$ cat config.mk
export PLATFORM = sky130hd
export DESIGN_NAME = ext_mem_bus_cycle
export DESIGN_NICKNAME = d
export VERILOG_FILES = /design/src/rtl/ext_mem_pkg.sv /design/src/rtl/ext_mem_bus_cycle.sv /design/src/rtl/pin_drive.sv
export VERILOG_INCLUDE_DIRS = /design/src /design/src/rtl
export SDC_FILE = /design/constraint.sdc
export NUM_CORES = 1
export LEC_CHECK = 0
export BUFFER_PORTS_ARGS = -buffer_cell sky130_fd_sc_hd__buf_2
export CELL_PAD_IN_SITES_DETAIL_PLACEMENT = 1
export CELL_PAD_IN_SITES_GLOBAL_PLACEMENT = 2
export CORE_MARGIN = 10
export CORE_UTILIZATION = 24
export DETAILED_ROUTE_END_ITERATION = 6
export MAX_ROUTING_LAYER = met4
export PLACE_DENSITY = 0.82
export SLEW_MARGIN = 20
export SYNTH_ARGS = -nofsm -noshare
export SYNTH_HDL_FRONTEND = slang
export SYNTH_HIERARCHICAL = 1
export SYNTH_SLANG_ARGS = --single-unit
$ cat constraint.sdc
create_clock -name ref_clk -period 1.79 [get_ports ref_clk]
set_input_delay 0.2685 -clock ref_clk [delete_from_list [all_inputs] [get_ports ref_clk]]
set_output_delay 0.2685 -clock ref_clk [all_outputs]
set_load 0.005 [all_outputs]
$ cat src/rtl/ext_mem_regs.svh
// Purpose: Constants for the external memory bus cycle block
// Assumes: 25 MHz ref_clk
// Notes: Included by the package users
`ifndef EXT_MEM_REGS_SVH
`define EXT_MEM_REGS_SVH
`define EMB_ADDR_W 16
`define EMB_DATA_W 8
`define EMB_BLOCK_BIT 5
`define EMB_PORT_MODE_RST 1'b0
`define EMB_BOOT_WAITS 4'h3
`endif

$ cat src/rtl/ext_mem_pkg.sv
// Purpose: Types for the external memory bus cycle block
// Assumes: Constants come from ext_mem_regs.svh
// Notes: None
`include "ext_mem_regs.svh"
package ext_mem_pkg;
    typedef enum logic [1:0] {
        st_idle = 2'b00,
        st_addr = 2'b01,
        st_data = 2'b11
    } cycle_state_t;

    typedef struct packed {
        logic [`EMB_ADDR_W-1:0] addr;
        logic [`EMB_DATA_W-1:0] wdata;
        logic write;
        logic external;
        logic block_sel;
    } mem_req_t;

    typedef struct packed {
        logic addr_strobe_n;
        logic data_strobe_n;
        logic lower_block_strobe_n;
        logic rw;
    } strobe_t;
endpackage

$ cat src/rtl/ext_mem_bus_cycle.sv
// Purpose: Two-phase multiplexed external memory bus cycle
// Assumes: One ref_clk cycle per phase, wait sampled on rising edge
// Notes: Strobes low across a whole phase cycle
// Functional notes
// - Each access is one address phase then one data phase
// - Address driven in address phase, high byte port holds until next address phase
// - Read floats low port in data phase, data sampled at strobe rise
// - Write data driven in data phase and held until next address
// - Data strobe goes low only for external accesses
// - Address strobe low for the whole address phase of external accesses
// - Data strobe low during data phase of external upper-block accesses
// - Strobes and read/write float on bus acknowledge or float bit
// - Address and data strobes held high in reset
// - Block bit selects upper block on data strobe, lower on second strobe
// - Second data strobe stays high for internal accesses
// - Read/write high for read, low for write, stable through cycle
// - Second strobe and read/write drive only when enabled as alternate function
// - Read/write pin goes to weak pull-up in reset
// - Variant without program memory resets into external mode with waits
// - Low address byte multiplexed with data, high byte on second port
// - Enabled wait input adds one cycle per active sample
`include "ext_mem_regs.svh"
module ext_mem_bus_cycle (
    input wire logic ref_clk,
    input wire logic srst,
    input wire logic no_internal_program_memory,
    input wire logic req_valid,
    input ext_mem_pkg::mem_req_t req,
    input wire logic bus_ack,
    input wire logic bus_float_bit,
    input wire logic wait_input_enable,
    input wire logic wait_n,
    input wire logic lower_af_en,
    input wire logic rw_af_en,
    input wire logic [7:0] ad_in,
    output logic req_ready,
    output logic rdata_valid,
    output logic [7:0] rdata,
    output logic ext_mem_iface,
    output logic [7:0] ad_out,
    output logic [7:0] ad_oe,
    output logic [7:0] addr_hi_out,
    output ext_mem_pkg::strobe_t pin_out,
    output ext_mem_pkg::strobe_t pin_oe,
    output logic rw_pullup
);
    ext_mem_pkg::cycle_state_t state, next_state;
    ext_mem_pkg::mem_req_t cur, next_cur;
    ext_mem_pkg::strobe_t strobes, next_strobes;
    logic next_req_ready, next_rdata_valid, next_ext_mem_iface;
    logic [7:0] next_rdata, next_ad_out, next_ad_oe, next_addr_hi_out;
    logic [3:0] boot_waits, next_boot_waits;
    logic strap_done, next_strap_done;
    logic stretch;

    function automatic logic wait_hit(input logic en, input logic w_n, input logic [3:0] bw);
        return (en & ~w_n) | (bw != 4'h0);
    endfunction

    // ============================================
    // Cycle sequencer
    always_comb begin
        next_state = state;
        next_cur = cur;
        next_strobes = strobes;
        next_req_ready = 1'b0;
        next_rdata_valid = 1'b0;
        next_rdata = rdata;
        next_ad_out = ad_out;
        next_ad_oe = ad_oe;
        next_addr_hi_out = addr_hi_out;
        next_ext_mem_iface = ext_mem_iface;
        next_boot_waits = boot_waits;
        next_strap_done = 1'b1;
        stretch = wait_hit(wait_input_enable, wait_n, boot_waits);
        if (!strap_done && no_internal_program_memory) begin
            next_ext_mem_iface = 1'b1;
        end
        case (state)
            ext_mem_pkg::st_idle: begin
                next_strobes = '{default: 1'b1};
                next_strobes.rw = strobes.rw;
                if (req_valid && !bus_ack) begin
                    next_cur = req;
                    next_state = ext_mem_pkg::st_addr;
                    next_strobes.rw = ~req.write;
                    next_ad_out = req.addr[7:0];
                    next_ad_oe = 8'hff;
                    next_addr_hi_out = req.addr[15:8];
                    next_strobes.addr_strobe_n = ~req.external;
                    if (no_internal_program_memory) begin
                        next_boot_waits = `EMB_BOOT_WAITS;
                    end
                end
            end
            ext_mem_pkg::st_addr: begin
                if (stretch) begin
                    if (boot_waits != 4'h0) begin
                        next_boot_waits = boot_waits - 4'h1;
                    end
                end else begin
                    next_state = ext_mem_pkg::st_data;
                    next_strobes.addr_strobe_n = 1'b1;
                    if (cur.write) begin
                        next_ad_out = cur.wdata;
                    end else begin
                        next_ad_oe = 8'h00;
                    end
                    if (cur.external) begin
                        next_strobes.data_strobe_n = ~cur.block_sel;
                        next_strobes.lower_block_strobe_n = cur.block_sel;
                    end
                    if (no_internal_program_memory) begin
                        next_boot_waits = `EMB_BOOT_WAITS;
                    end
                end
            end
            ext_mem_pkg::st_data: begin
                if (stretch) begin
                    if (boot_waits != 4'h0) begin
                        next_boot_waits = boot_waits - 4'h1;
                    end
                end else begin
                    next_state = ext_mem_pkg::st_idle;
                    next_strobes.data_strobe_n = 1'b1;
                    next_strobes.lower_block_strobe_n = 1'b1;
                    next_req_ready = 1'b1;
                    if (!cur.write) begin
                        next_rdata = ad_in;
                        next_rdata_valid = 1'b1;
                    end
                end
            end
            default: next_state = ext_mem_pkg::st_idle;
        endcase
        if (srst) begin
            next_state = ext_mem_pkg::st_idle;
            next_strobes = '{default: 1'b1};
            next_ad_oe = 8'h00;
            next_ad_out = 8'h00;
            next_addr_hi_out = 8'h00;
            next_rdata = 8'h00;
            next_req_ready = 1'b0;
            next_rdata_valid = 1'b0;
            next_ext_mem_iface = `EMB_PORT_MODE_RST;
            next_boot_waits = 4'h0;
            next_strap_done = 1'b0;
            next_cur = '0;
        end
    end

    always_ff @(posedge ref_clk) begin
        state <= next_state;
        cur <= next_cur;
        strobes <= next_strobes;
        req_ready <= next_req_ready;
        rdata_valid <= next_rdata_valid;
        rdata <= next_rdata;
        ad_out <= next_ad_out;
        ad_oe <= next_ad_oe;
        addr_hi_out <= next_addr_hi_out;
        ext_mem_iface <= next_ext_mem_iface;
        boot_waits <= next_boot_waits;
        strap_done <= next_strap_done;
    end

    // ============================================
    // Pin stage
    pin_drive u_pin_drive (
        .ref_clk(ref_clk),
        .srst(srst),
        .float_req(bus_ack | bus_float_bit),
        .lower_af_en(lower_af_en),
        .rw_af_en(rw_af_en),
        .strobes(strobes),
        .pin_out(pin_out),
        .pin_oe(pin_oe),
        .rw_pullup(rw_pullup)
    );

    // ============================================
    // Checks
    addr_to_data_a: assert property (@(posedge ref_clk) disable iff (srst)
        state == ext_mem_pkg::st_addr && !stretch |=> state == ext_mem_pkg::st_data)
        else $error("Address phase not followed by data phase");
    addr_hold_a: assert property (@(posedge ref_clk) disable iff (srst)
        state == ext_mem_pkg::st_data |-> $stable(addr_hi_out))
        else $error("High address moved in data phase");
    read_float_a: assert property (@(posedge ref_clk) disable iff (srst)
        state == ext_mem_pkg::st_data && !cur.write |-> ad_oe == 8'h00)
        else $error("Low port driven during read data phase");
    write_drive_a: assert property (@(posedge ref_clk) disable iff (srst)
        state == ext_mem_pkg::st_data && cur.write |-> ad_oe == 8'hff && ad_out == cur.wdata)
        else $error("Write data not driven");
    internal_ds_a: assert property (@(posedge ref_clk) disable iff (srst)
        !cur.external |-> strobes.data_strobe_n && strobes.lower_block_strobe_n)
        else $error("Data strobe low on internal access");
    as_phase_a: assert property (@(posedge ref_clk) disable iff (srst)
        !strobes.addr_strobe_n |-> state == ext_mem_pkg::st_addr)
        else $error("Address strobe outside address phase");
    block_sel_a: assert property (@(posedge ref_clk) disable iff (srst)
        !strobes.lower_block_strobe_n |-> !cur.block_sel && strobes.data_strobe_n)
        else $error("Lower strobe on upper block");
    float_a: assert property (@(posedge ref_clk) disable iff (srst)
        bus_ack |=> pin_oe == '0)
        else $error("Pins driven during acknowledge");
    rw_stable_a: assert property (@(posedge ref_clk) disable iff (srst)
        state == ext_mem_pkg::st_data |-> strobes.rw == ~cur.write)
        else $error("Read/write level wrong");
    reset_high_a: assert property (@(posedge ref_clk)
        srst |=> pin_out.addr_strobe_n && pin_out.data_strobe_n && rw_pullup)
        else $error("Strobes not high in reset");
    wait_hold_a: assert property (@(posedge ref_clk) disable iff (srst)
        state == ext_mem_pkg::st_data && stretch |=> state == ext_mem_pkg::st_data)
        else $error("Wait did not stretch");
    read_c: cover property (@(posedge ref_clk) rdata_valid);
    write_c: cover property (@(posedge ref_clk) state == ext_mem_pkg::st_data && cur.write);
    wait_c: cover property (@(posedge ref_clk) state == ext_mem_pkg::st_addr && stretch);
endmodule

$ cat src/rtl/pin_drive.sv
// Purpose: Output stage for strobes and read/write pin
// Assumes: Strobe values registered upstream
// Notes: Floats pins on acknowledge or float bit
module pin_drive (
    input wire logic ref_clk,
    input wire logic srst,
    input wire logic float_req,
    input wire logic lower_af_en,
    input wire logic rw_af_en,
    input ext_mem_pkg::strobe_t strobes,
    output ext_mem_pkg::strobe_t pin_out,
    output ext_mem_pkg::strobe_t pin_oe,
    output logic rw_pullup
);
    ext_mem_pkg::strobe_t next_pin_out;
    ext_mem_pkg::strobe_t next_pin_oe;
    logic next_rw_pullup;

    // ============================================
    // Drive and float
    always_comb begin
        next_pin_out = strobes;
        next_pin_oe = '{default: ~float_req};
        next_pin_oe.lower_block_strobe_n = ~float_req & lower_af_en;
        next_pin_oe.rw = ~float_req & rw_af_en;
        next_rw_pullup = 1'b0;
        if (srst) begin
            next_pin_out = '{default: 1'b1};
            next_pin_oe = '0;
            next_rw_pullup = 1'b1;
        end
    end

    always_ff @(posedge ref_clk) begin
        pin_out <= next_pin_out;
        pin_oe <= next_pin_oe;
        rw_pullup <= next_rw_pullup;
    end
endmodule

==> impl_metrics.ini <==
[global_route]
grt.total_usage_pct = 10.87
antenna_found_initial = 0
grt_pass1_wl_mm = 11.06
grt_pass1_vias = 2256
grt_overflow_total = 0
grt_max_degree = 21

[logic_synthesis]
synth_top_family_by_area = simple AND/OR/NAND/NOR gates
ys.warnings.count = 6
syn-instance-count = 243
yosysTopAreaCell = dfxtp_1
synth_top_area_share_pct = 51.93
synthMuxAreaShare_pct = 7.163
yosys.area_share.simple_pct = 18.35
synthesis.nets = 289
yosys.cell_types.count = 34
synth_xor_area_share_pct = 0
avgSynthCellArea_um2 = 9.201
netlist_area_mm2 = 0.002236
synth_seq_cells = 58
synthTopCellsByArea = dfxtp_1 52%, nand2_1 7.4%, mux2i_1 7.2%
synthAdderAreaFrac_pct = 0.5596
synth_compound_area_share_pct = 16.00
seq_area_frac_synth_pct = 51.93

[clocking]
path_clk_slew_ns = 0.07
insertion_delay_ns = 0.33
cts_tree = yes
clockRootBuffer = clkbuf_8
clockBufferDepth = 2
h-tree-depth = 3
cts_buffers = 9
ctsHoldBuffers = 0
clock-sinks = 58

[setup_path]
worstPathCellList = inv_1 -> ha_1 -> or3b_4 -> o31ai_4 -> buf_6 -> nand3_4 -> o2bb2ai_1
critPathRequiredTime_ns = 2.05
path_buf_inv = 2
slowest_stage = or3b_4
cp.arrival_ns = 1.99
critPathMaxStageDelay_ns = 0.44
crit_family = simple AND/OR/NAND/NOR gates
cp_max_fo = 8
start_kind = register
end_kind = register
critical_path_class = reg2reg

[placed_design]
dp_cells = 436
place_hpwl_mm = 5.494
placed_area_mm2 = 0.002829
port-buffer-count = 88
place_congestion = 0.8184

[floorplan]
core_area_mm2 = 0.009153
num_rows = 35
die_area_mm2 = 0.01358
die_x_um = 116.5
die_y_um = 116.5
io_pins = 89
start_util_pct = 24.43

[power_and_ir_drop]
ir_drop_mv = 0.3926
p_leak_uw = 0.001366
power_density_mw_per_mm2 = 976.6

[finish]
utilization_pct = 33.42
final_cell_area_mm2 = 0.003059
drive_gt1_share_pct = 36.44
syn_to_final_growth_pct = 36.82
final_cell_count_no_fill = 454
final_common_cell = buf_2
final_cell_mix = 88 x buf_2, 58 x dfxtp_1, 44 x nand2_1
fin_nets = 384
n_antenna_cell = 0

[worst_hold_path]
holdCritPathClass = in2reg

[routing]
viasPerCell = 4.491
dr_total_vias = 2039
first_pass_iters = 4
drc = 0
wirelength_mm = 7.176
drtIter0Drc = 72
wl_per_cell_um = 15.81
drt.antenna.violating_nets = 0

[flow_run]
cap_violations = 0

[sta]
worst_slew_pin_slew_ns = 0.3545
period_share_pct = 96.63
finalHoldViolCount = 0
skew_ns = 0.005432
setup_violations = 0
drv_slew = 0
max_slew_margin_pct = 76.34
min_period_ns = 1.730
rsz0062_at_grt = true
fmax_mhz = 578.1

[status]
status = completed
[per-stage QoR]
stage	power, µW	hold WS, ns	setup WS (ns)	setup TNS, ns
after floorplan	1673	0.2962	0.005598	0
after global placement	1855	0.4310	0.03925	0
after detailed placement	1872	0.4234	-0.07035	-0.3906
after CTS	3028	0.1456	0.02599	0
after global routing	3178	0.1571	-0.05751	-0.2360
final	2988	0.1646	0.06030	0
[area by class of cell]
cell class | instances | area [µm²]
fillers | 1106 | 6093
clock inverters | 1 | 7.507
well taps | 111 | 138.9
repair buffers | 104 | 576.8
multi-input cells | 158 | 972.2
inverters | 7 | 26.28
clock buffers | 15 | 176.4
flip-flops and latches | 58 | 1161
[logic make-up after synthesis]
logic type	Yosys count
simple gates	87
flops	58
compound gates	54
buf+inv	27
mux	16
fa+ha+maj	1
[worst paths after layout]
path,from,end,slack (ns),cells after the start
max,boot_waits[0]$_SDFFE_PP0P_,ad_out[3]$_SDFFE_PP0P_,0.06,7
min,req[19],addr_hi_out[0]$_SDFFE_PP0P_,0.16,3
max reg2reg,boot_waits[0]$_SDFFE_PP0P_,ad_out[3]$_SDFFE_PP0P_,0.06,7
min reg2reg,strobes[0]$_SDFFE_PP1P_,u_pin_drive/pin_out[0]$_SDFF_PP1_,0.44,1
[cells in the mapped netlist]
cell type	number
nor3b_1	3
o2bb2ai_1	7
inv_1	7
o21ai_1	2
or2_2	1
o221a_1	2
o21ai_0	3
a21o_1	3
mux2i_1	16
clkbuf_1	9
buf_2	2
nand2_1	44
or4b_2	1
buf_1	1
a211oi_1	1
nor2b_1	4
o21a_1	1
buf_4	8
nand3_1	3
a31oi_1	4
a21oi_1	26
nand3_2	1
a311oi_1	2
nand2b_1	3
o31ai_4	1
nor4bb_1	1
or2_1	4
dfxtp_1	58
a41oi_1	2
nor2_1	14
or3b_1	2
nor3_1	4
nor4_1	2
ha_1	1
[registers in the layout, indices dropped and copies added, names as in the netlist, 2 cells and up]
signal and flops:
addr_hi_out 8, boot_waits 4, u_pin_drive/pin_out 4, state 2, rdata 8, strobes 4
cur 11, ad_out 8, u_pin_drive/pin_oe 3
[power by group]
part	total (µW)	internal [µW]	switching (µW)
clock network	1120	618	505
logic	472	222	251
registers	1390	1350	39.7
[metal layers]
metal / share of wire (%) / vias to the layer above / global-route usage, %
li1: - / 1021 / -
met1: 41 / 957 / 10.91
met2: 51 / 51 / 18.55
met3: 6.4 / 10 / 3.903
met4: 1.9 / 0 / 5.088
met5: 0 / - / -
[worst min-delay path, stage by stage]
cell,delay (ns)
buf_2,0.09
nand2_1,0.04
a21oi_1,0.05
[repair_timing]
item | in CTS | in global routing
endpoints found under the setup margin | 12 | 11
resized for setup | 1 | 5
buffers inserted | 0 | 2
pin swaps | 0 | 1
Power figures use the tool's default switching activity.
